--- config.mk ---
export PLATFORM = sky130hd
export DESIGN_NAME = ocx_osc_axis
export DESIGN_NICKNAME = d
export VERILOG_FILES = /design/src/design/ocx_pkg.sv /design/src/design/ocx_ctl_if.sv /design/src/design/ocx_cycle_sampler.sv /design/src/design/ocx_ahb_regs.sv /design/src/design/ocx_osc_axis.sv
export SDC_FILE = /design/constraint.sdc
export NUM_CORES = 1
export LEC_CHECK = 0
export ABC_AREA = 0
export BUFFER_PORTS_ARGS = -buffer_cell sky130_fd_sc_hd__buf_4
export CAP_MARGIN = 20
export CORE_UTILIZATION = 50
export CTS_CLUSTER_DIAMETER = 50
export DETAILED_ROUTE_END_ITERATION = 10
export PLACE_DENSITY = 0.8
export SETUP_SLACK_MARGIN = 0.2
export SLEW_MARGIN = 20
export SYNTH_ARGS = -nofsm -noshare
export SYNTH_HDL_FRONTEND = slang
export SYNTH_SLANG_ARGS = --single-unit
export TNS_END_PERCENT = 10
--- constraint.sdc ---
create_clock -name hclk -period 5.1 [get_ports hclk]
set_input_delay 0.765 -clock hclk [delete_from_list [all_inputs] [get_ports hclk]]
set_output_delay 0.765 -clock hclk [all_outputs]
set_load 0.02 [all_outputs]
--- src/design/ocx_pkg.sv ---
// package: register map, field positions, reset values, timing and state codes
`default_nettype none
package ocx_pkg;
	// register byte addresses
	localparam logic [7:0] OCX_CTRL_OFS = 8'h1c;
	localparam logic [7:0] OCX_EN_OFS = 8'h20;
	localparam logic [7:0] OCX_PT1_OFS = 8'h24;
	localparam logic [7:0] OCX_PT2_OFS = 8'h28;
	localparam logic [7:0] OCX_POS_OFS = 8'h2c;
	localparam logic [7:0] OCX_STAT_OFS = 8'h30;
	// oscillation_control_byte fields
	localparam int OCX_REV_BIT = 0;
	localparam int OCX_SEL_BIT = 3;
	localparam int OCX_ALT_BIT = 4;
	localparam int OCX_NXT_BIT = 5;
	localparam int OCX_RAMP_BIT = 6;
	localparam int OCX_EXT_BIT = 7;
	// status register fields
	localparam int OCX_HALT_BIT = 0;
	localparam int OCX_DECEL_BIT = 2;
	localparam int OCX_ACT_BIT = 7;
	// reset values
	localparam logic [7:0] OCX_CTRL_RST = 8'h00;
	localparam logic [15:0] OCX_PT1_RST = 16'h0000;
	localparam logic [15:0] OCX_PT2_RST = 16'h0100;
	localparam logic [15:0] OCX_POS_RST = 16'h0000;
	// interface cycle timing
	localparam int OCX_CLK_MHZ = 20;
	localparam int OCX_CYCLE_US = 1000;
	localparam int OCX_CYCLE_CLKS = OCX_CYCLE_US * OCX_CLK_MHZ;
	// motion: top speed in position units per interface cycle, jog step
	localparam logic [3:0] OCX_VMAX = 4'h8;
	localparam logic [15:0] OCX_JOG_STEP = 16'h0001;
	typedef logic [15:0] ocx_pos_t;
	typedef enum logic [4:0] {
		OCX_IDLE = 5'b00001,
		OCX_RUN = 5'b00010,
		OCX_REV_DECEL = 5'b00100,
		OCX_RAMP = 5'b01000,
		OCX_HALT = 5'b10000
	} ocx_state_e;
endpackage : ocx_pkg
`default_nettype wire

--- src/design/ocx_ctl_if.sv ---
// interface: register file to motion core
`default_nettype none
interface ocx_ctl_if;
	import ocx_pkg::*;
	logic [7:0] ctrl;
	logic enable;
	logic [1:0] pt_wr;
	ocx_pos_t pt_wdata;
	ocx_pos_t pt1;
	ocx_pos_t pt2;
	ocx_pos_t pos;
	logic rev_decel;
	logic osc_active;
	logic halted;
	modport regs (
		output ctrl,
		output enable,
		output pt_wr,
		output pt_wdata,
		input pt1,
		input pt2,
		input pos,
		input rev_decel,
		input osc_active,
		input halted
	);
	modport core (
		input ctrl,
		input enable,
		input pt_wr,
		input pt_wdata,
		output pt1,
		output pt2,
		output pos,
		output rev_decel,
		output osc_active,
		output halted
	);
endinterface : ocx_ctl_if
`default_nettype wire

--- src/design/ocx_cycle_sampler.sv ---
// interface cycle tick, once-per-cycle sampling of the control byte, reversal edge
`default_nettype none
module ocx_cycle_sampler
	import ocx_pkg::*;
#(
	parameter int unsigned CYCLE_CLKS = OCX_CYCLE_CLKS
) (
	input wire logic hclk,
	input wire logic hresetn,
	input wire logic [7:0] ctrl_raw,
	output logic tick,
	output logic [7:0] ctrl_smp,
	output logic rev_edge
);
	localparam int CW = $clog2(CYCLE_CLKS + 1);
	typedef struct packed {
		logic [CW-1:0] cnt;
		logic tick;
		logic [7:0] smp;
		logic edge_p;
	} ocx_smp_s;
	ocx_smp_s s_q;
	ocx_smp_s s_d;

	always_comb begin
		s_d = s_q;
		s_d.tick = 1'b0;
		s_d.edge_p = 1'b0;
		if (s_q.cnt == CW'(CYCLE_CLKS - 1)) begin
			s_d.cnt = '0;
			s_d.tick = 1'b1;
			s_d.smp = ctrl_raw;
			s_d.edge_p = ctrl_raw[OCX_REV_BIT] & ~s_q.smp[OCX_REV_BIT];
		end else begin
			s_d.cnt = s_q.cnt + CW'(1);
		end
	end

	always_ff @(posedge hclk or negedge hresetn) begin
		if (!hresetn) begin
			s_q <= '{cnt: '0, tick: 1'b0, smp: OCX_CTRL_RST, edge_p: 1'b0};
		end else begin
			s_q <= s_d;
		end
	end

	assign tick = s_q.tick;
	assign ctrl_smp = s_q.smp;
	assign rev_edge = s_q.edge_p;
endmodule : ocx_cycle_sampler
`default_nettype wire

--- src/design/ocx_ahb_regs.sv ---
// AHB-Lite slave holding the control byte, enable and point write strobes
`default_nettype none
module ocx_ahb_regs
	import ocx_pkg::*;
(
	input wire logic hclk,
	input wire logic hresetn,
	input wire logic hsel,
	input wire logic [31:0] haddr,
	input wire logic [1:0] htrans,
	input wire logic hwrite,
	input wire logic [2:0] hsize,
	input wire logic [31:0] hwdata,
	input wire logic hready,
	output logic hreadyout,
	output logic hresp,
	output logic [31:0] hrdata,
	ocx_ctl_if.regs ctl
);
	typedef struct packed {
		logic [7:0] ctrl;
		logic en;
		logic wr_pend;
		logic [7:0] waddr;
		logic [31:0] rdata;
		logic [1:0] pt_wr;
		ocx_pos_t pt_wdata;
	} ocx_reg_s;
	ocx_reg_s r_q;
	ocx_reg_s r_d;
	logic [31:0] rmux;
	logic [31:0] stat;
	logic take;

	always_comb begin
		stat = '0;
		stat[OCX_HALT_BIT] = ctl.halted;
		stat[OCX_DECEL_BIT] = ctl.rev_decel;
		stat[OCX_ACT_BIT] = ctl.osc_active;
		unique case (haddr[7:0])
			OCX_CTRL_OFS: rmux = {24'h000000, r_q.ctrl};
			OCX_EN_OFS: rmux = {31'h00000000, r_q.en};
			OCX_PT1_OFS: rmux = {16'h0000, ctl.pt1};
			OCX_PT2_OFS: rmux = {16'h0000, ctl.pt2};
			OCX_POS_OFS: rmux = {16'h0000, ctl.pos};
			OCX_STAT_OFS: rmux = stat;
			default: rmux = '0;
		endcase
	end

	// only whole-word transfers are supported; hsize is not decoded
	assign take = hsel & hready & htrans[1];

	always_comb begin
		r_d = r_q;
		r_d.pt_wr = 2'b00;
		r_d.wr_pend = take & hwrite;
		if (take) begin
			r_d.waddr = haddr[7:0];
			if (!hwrite) begin
				r_d.rdata = rmux;
			end
		end
		if (r_q.wr_pend) begin
			r_d.pt_wdata = hwdata[15:0];
			unique case (r_q.waddr)
				OCX_CTRL_OFS: r_d.ctrl = hwdata[7:0];
				OCX_EN_OFS: r_d.en = hwdata[0];
				OCX_PT1_OFS: r_d.pt_wr = 2'b01;
				OCX_PT2_OFS: r_d.pt_wr = 2'b10;
				default: r_d.pt_wr = 2'b00;
			endcase
		end
	end

	always_ff @(posedge hclk or negedge hresetn) begin
		if (!hresetn) begin
			r_q <= '{ctrl: OCX_CTRL_RST, en: 1'b0, wr_pend: 1'b0, waddr: 8'h00,
				rdata: 32'h00000000, pt_wr: 2'b00, pt_wdata: OCX_POS_RST};
		end else begin
			r_q <= r_d;
		end
	end

	assign hreadyout = 1'b1;
	assign hresp = 1'b0;
	assign hrdata = r_q.rdata;
	assign ctl.ctrl = r_q.ctrl;
	assign ctl.enable = r_q.en;
	assign ctl.pt_wr = r_q.pt_wr;
	assign ctl.pt_wdata = r_q.pt_wdata;
endmodule : ocx_ahb_regs
`default_nettype wire

--- src/design/ocx_osc_axis.sv ---
// oscillating axis motion core with its control inputs and register access
`default_nettype none
module ocx_osc_axis
	import ocx_pkg::*;
#(
	parameter int unsigned CYCLE_CLKS = OCX_CYCLE_CLKS,
	parameter logic [3:0] VMAX = OCX_VMAX
) (
	input wire logic hclk,
	input wire logic hresetn,
	input wire logic hsel,
	input wire logic [31:0] haddr,
	input wire logic [1:0] htrans,
	input wire logic hwrite,
	input wire logic [2:0] hsize,
	input wire logic [31:0] hwdata,
	input wire logic hready,
	output logic hreadyout,
	output logic hresp,
	output logic [31:0] hrdata,
	input wire logic axis_decel_request,
	input wire logic jog_plus,
	input wire logic jog_minus,
	output logic [15:0] axis_position,
	output logic reversal_decel_active,
	output logic oscillation_active_flag,
	output logic osc_halted
);
	ocx_ctl_if ctl ();

	logic tick;
	logic [7:0] c;
	logic rev_edge;

	ocx_ahb_regs u_regs (
		.hclk(hclk),
		.hresetn(hresetn),
		.hsel(hsel),
		.haddr(haddr),
		.htrans(htrans),
		.hwrite(hwrite),
		.hsize(hsize),
		.hwdata(hwdata),
		.hready(hready),
		.hreadyout(hreadyout),
		.hresp(hresp),
		.hrdata(hrdata),
		.ctl(ctl.regs)
	);

	ocx_cycle_sampler #(
		.CYCLE_CLKS(CYCLE_CLKS)
	) u_smp (
		.hclk(hclk),
		.hresetn(hresetn),
		.ctrl_raw(ctl.ctrl),
		.tick(tick),
		.ctrl_smp(c),
		.rev_edge(rev_edge)
	);

	typedef struct packed {
		ocx_state_e st;
		logic dir;
		logic [3:0] v;
		ocx_pos_t pos;
		ocx_pos_t pt1;
		ocx_pos_t pt2;
	} ocx_core_s;
	ocx_core_s s_q;
	ocx_core_s s_d;

	ocx_pos_t tgt;
	ocx_pos_t sel_pt;
	ocx_pos_t jog_pt;
	ocx_pos_t step_pos;
	logic reached;
	logic decel_in;
	logic [16:0] up_sum;
	logic [16:0] dn_lim;

	// the point the axis heads for: point 2 when dir is set
	assign tgt = s_q.dir ? s_q.pt2 : s_q.pt1;
	assign sel_pt = c[OCX_SEL_BIT] ? s_q.pt2 : s_q.pt1;
	// outside deceleration only counts while the axis is not externally controlled
	assign decel_in = c[OCX_RAMP_BIT] | (~c[OCX_EXT_BIT] & axis_decel_request);

	// one step of v units toward the target, clamped onto it
	always_comb begin
		up_sum = {1'b0, s_q.pos} + {13'h0000, s_q.v};
		dn_lim = {1'b0, tgt} + {13'h0000, s_q.v};
		if (tgt >= s_q.pos) begin
			reached = up_sum >= {1'b0, tgt};
			step_pos = reached ? tgt : up_sum[15:0];
		end else begin
			reached = dn_lim >= {1'b0, s_q.pos};
			step_pos = reached ? tgt : s_q.pos - {12'h000, s_q.v};
		end
	end

	// jog moves the selected point by one step per interface cycle
	always_comb begin
		jog_pt = sel_pt;
		if (jog_plus & ~jog_minus) begin
			jog_pt = sel_pt + OCX_JOG_STEP;
		end else if (jog_minus & ~jog_plus) begin
			jog_pt = sel_pt - OCX_JOG_STEP;
		end
	end

	always_comb begin
		s_d = s_q;
		// software point writes; a hardware update in the same cycle overrides below
		if (ctl.pt_wr[0]) begin
			s_d.pt1 = ctl.pt_wdata;
		end
		if (ctl.pt_wr[1]) begin
			s_d.pt2 = ctl.pt_wdata;
		end
		if (!ctl.enable) begin
			s_d.st = OCX_IDLE;
			s_d.v = 4'h0;
		end else if (tick) begin
			if (c[OCX_ALT_BIT]) begin
				if (c[OCX_SEL_BIT]) begin
					s_d.pt2 = jog_pt;
				end else begin
					s_d.pt1 = jog_pt;
				end
			end
			// with alter low the points are left alone by jog
			unique case (s_q.st)
				OCX_IDLE: begin
					s_d.st = OCX_RUN;
				end
				OCX_RUN: begin
					if (decel_in) begin
						s_d.st = OCX_RAMP;
					end else if (rev_edge) begin
						s_d.st = OCX_REV_DECEL;
					end else begin
						// uninterrupted travel
						if (s_q.v < VMAX) begin
							s_d.v = s_q.v + 4'h1;
						end
						s_d.pos = step_pos;
						if (reached) begin
							if (c[OCX_NXT_BIT]) begin
								s_d.st = OCX_HALT;
								s_d.v = 4'h0;
							end else begin
								s_d.dir = ~s_q.dir;
							end
						end
					end
				end
				OCX_REV_DECEL: begin
					if (s_q.v == 4'h0) begin
						if (c[OCX_ALT_BIT]) begin
							if (c[OCX_SEL_BIT]) begin
								s_d.pt2 = s_q.pos;
							end else begin
								s_d.pt1 = s_q.pos;
							end
						end
						// alter low: stored points untouched
						s_d.dir = ~s_q.dir;
						s_d.st = OCX_RUN;
					end else begin
						s_d.v = s_q.v - 4'h1;
						s_d.pos = step_pos;
					end
				end
				OCX_RAMP: begin
					if (s_q.v != 4'h0) begin
						s_d.v = s_q.v - 4'h1;
						s_d.pos = step_pos;
					end else if (!decel_in) begin
						s_d.st = OCX_RUN;
					end
				end
				OCX_HALT: begin
					s_d.st = OCX_HALT;
				end
			endcase
		end
	end

	always_ff @(posedge hclk or negedge hresetn) begin
		if (!hresetn) begin
			s_q <= '{st: OCX_IDLE, dir: 1'b1, v: 4'h0, pos: OCX_POS_RST,
				pt1: OCX_PT1_RST, pt2: OCX_PT2_RST};
		end else begin
			s_q <= s_d;
		end
	end

	assign ctl.pt1 = s_q.pt1;
	assign ctl.pt2 = s_q.pt2;
	assign ctl.pos = s_q.pos;
	assign ctl.rev_decel = (s_q.st == OCX_REV_DECEL);
	assign ctl.osc_active = (s_q.st == OCX_RUN) | (s_q.st == OCX_REV_DECEL)
		| (s_q.st == OCX_RAMP);
	assign ctl.halted = (s_q.st == OCX_HALT);
	assign axis_position = s_q.pos;
	assign reversal_decel_active = ctl.rev_decel;
	assign oscillation_active_flag = ctl.osc_active;
	assign osc_halted = ctl.halted;
endmodule : ocx_osc_axis
`default_nettype wire

==> run metrics <==
Synth top cells by count dfrtp_1, nand2_1, o21ai_0; Synth Warn # 0; Post-synth ARST share 100%; CP Class register to register; Clock Path Buffers 2; average wire per standard cell 18.8 µm; Port Buf Inserts 67; clk root buf clkbuf_16; CTS H-tree depth 4; Final Max Tran Viols 0; Yosys reg bits roughly 130; Final nets 1310; Least-Margin Pin Slew roughly 1.1 ns; via count approximately 9000; Core Rows 51; Routed Antenna Nets 0; Tmin final 4.71 ns; R2R Setup Slk 0.39 ns; Pwr per Cell Area around 230 nW/µm²; final instance count without filler cells 1441; initial DRC count about 1100; routability cong. 0.930; die span in x 144 µm; EDFF count, synth 0; fraction of layout cells with a size suffix above 1 18.9%; Synth top area share around a third; GRT overflow 0; Mapped Cells roughly 1100; Max Clk Rate 212 MHz; DRC Markers 0; wire length of the first global-routing pass 43.6 mm; number of global-route vias before repair 8375; reg2reg end s_q[52]; I/O Pins 130; cell with the most instances after synthesis dfrtp_1; Vias/cell roughly 6.2; CTS sink cnt 133; Die Ht 144 µm; Final Skew 0.0132 ns; Yosys top cell by area dfrtp_1; largest net degree at the start of global routing 91; Crit path buffers/inverters 4; DP Cell Count between 1000 and 1500; Pre-Repair DR Iteration Count 5; synthesized area per cell 8.92 µm²; crit path launch type register; count of cell types in the netlist 76; TNS Setup 0 ns; starting density of the core 51.6%; HP Class input pin to async pin; Peak VDD IR 0.229 mV; CTS tree done; Leak 4.86 nW; critical path endpoint category register; clk_lat worst skew 0.44 ns; worst-path maximum fanout 5; sequential area share after synthesis between 30% and 40%; Arr. time, crit path 5.08 ns; core box area 19700 µm²; Synth area leaders dfrtp_1, ha_1, mux2_2, mux2i_1, o21ai_0; Final Routed Wirelength 27.1 mm; RSZ-0062 raised after global routing true; die footprint between 20000 and 25000 µm²; hold-fix buffers at CTS 0; Global Route Usage Sum a little over a quarter; FF-to-FF path depth 22; Inserted Clock Buffers 17; antenna violations before repair 0; synthesized area 10100 µm²; final worst-path cycle share 92.4%; clock transition at the registers of the reported paths 0.07 ns; slowest cell delay on critical path a little over 0.6 ns; fillers approximately 1700; Final HPWL DP 19.6 mm; r2r startpoint s_q[52]; area grow syn2layout 11.7%; Final Hold Violating Endpoints 0; Final setup viols 0; Antenna diodes 0; Max Cap Viol 0; Worst EP required around 5.5 ns; Max transition margin around 26%; Slowest-stage cell, CP dfstp_2; Top Family by Delay on Critical Path compound AO/OA/AOI/OAI gates; cell chain of the critical path mux2i_2 > inv_1 > ha_1 > inv_1 > fa_2 > nand2b_4 > a2111oi_4 > nand2_1 > nor2_4 > nand2_1 > xnor2_1 > ha_1 > a211o_1 > a221o_1 > a21oi_2 > o211ai_2 > nor3_4 > buf_4 > clkbuf_16 > nor3_1 > o21ai_0 > xnor2_1; Post-synth top flop dfrtp_1; status finished, final reports clean
[state kept, by name, summed over array words and instances (netlist names)]
signal	cells
axis_position	16
u_smp.rev_edge	1
ctl.pt1	16
u_regs.ctl.enable	1
u_smp.tick	1
u_regs.hrdata	16
u_regs.ctl.ctrl	8
ctl.pt2	16
s_q	10
u_smp.ctrl_smp	6
u_smp.s_q	15
u_regs.r_q	9
u_regs.ctl.pt_wdata	16
u_regs.ctl.pt_wr	2
[layout make-up]
type / instances / area, µm² / area share (%)
Clock buffer: 17 / 425 / 3.75
Clock inverter: 13 / 121 / 1.07
Inverter: 54 / 203 / 1.79
Multi-Input combinational cell: 862 / 6150 / 54.2
Sequential cell: 133 / 3330 / 29.4
Tap cell: 265 / 332 / 2.92
Timing Repair Buffer: 97 / 777 / 6.85
[worst max-delay path by stage]
stage / startpoint / to / slack [ns] / cells after the start
after global placement: s_q[52] / s_q[49] / 0.16 / 19
after CTS: s_q[52] / axis_position[10] / 0.17 / 20
after global routing: s_q[52] / s_q[52] / 0.15 / 22
final: s_q[52] / s_q[52] / 0.39 / 22
after floorplan: s_q[52] / axis_position[10] / 0.24 / 24
after detailed placement: s_q[52] / s_q[49] / 0.04 / 19
[power by group]
part	switching, mW	leakage, nW	internal (mW)
clock network	0.508	0.267	0.672
logic	0.153	3.00	0.124
registers	0.0603	1.59	1.11
[cells in the final DEF, fill, tap and decap left out, types with 23 or more instances in the layout]
cell type | netlist | layout
nand3_1 | 27 | 27
nor3_1 | 24 | 23
inv_1 | 54 | 53
ha_1 | 65 | 64
o21ai_0 | 81 | 80
xnor2_1 | 46 | 46
mux2i_1 | 50 | 48
dfrtp_1 | 130 | 130
nand2_1 | 106 | 106
a21oi_1 | 73 | 71
mux2_2 | 69 | 69
nor2_1 | 73 | 71
buf_4 | 51 | 91
[worst register-to-register path, stage by stage, from the launching register on]
cell	delay [ns]
dfstp_2	0.61
mux2i_2	0.11
inv_1	0.10
ha_1	0.16
inv_1	0.06
fa_2	0.35
nand2b_4	0.17
a2111oi_4	0.38
nand2_1	0.16
nor2_4	0.15
nand2_1	0.08
xnor2_1	0.18
ha_1	0.26
a211o_1	0.28
a221o_1	0.27
a21oi_2	0.15
o211ai_2	0.14
nor3_4	0.30
buf_4	0.18
clkbuf_16	0.13
nor3_1	0.05
o21ai_0	0.21
xnor2_1	0.15
[per-stage QoR]
step | power, mW | utilization, % | hold WS, ns | setup WS [ns] | cell area, µm²
after detailed placement | 1.45 | 53.9 | 0.449 | 0.0395 | 10600
after global placement | 1.44 | 53.9 | 0.439 | 0.161 | 10600
after floorplan | 1.36 | - | 0.424 | 0.236 | 10200
after global routing | 2.72 | 57.7 | 0.466 | 0.154 | 11300
final | 2.62 | 57.7 | 0.376 | 0.387 | 11300
after CTS | 2.63 | 56.7 | 0.432 | 0.169 | 11100
[cells by family (layout without fill, tap and decap cells)]
kind of cell / count (synthesis) / in the layout / synth area share, %
compound gates: 262 / 262 / 16.5
xor+xnor: 58 / 58 / 5.01
fa+ha+maj: 68 / 68 / 8.61
buf+inv: 159 / 181 / 7.90
flops: 133 / 133 / 32.8
mux: 120 / 120 / 12.7
other cells: 2 / 18 / 0.0740
simple gates: 336 / 336 / 16.3
[what timing repair did]
| item | in CTS | in global routing |
|---|---|---|
| gates cloned | 0 | 1 |
| resized for setup | 1 | 18 |
| pin swaps | 0 | 5 |
| setup endpoints to repair | 5 | 23 |
| buffers inserted | 0 | 10 |
[metal layers]
layer  share of wire (%)  routed length [µm]  vias up  track usage, %
met1                  44               12000     4323            37.8
li1                    -                   -     4071               -
met2                  46               12300      427            41.9
met3                 7.8                2100       57            4.60
met4                 2.5                 668        0            10.4
met5                   0                   0        -               0
Power figures use the tool's default switching activity.
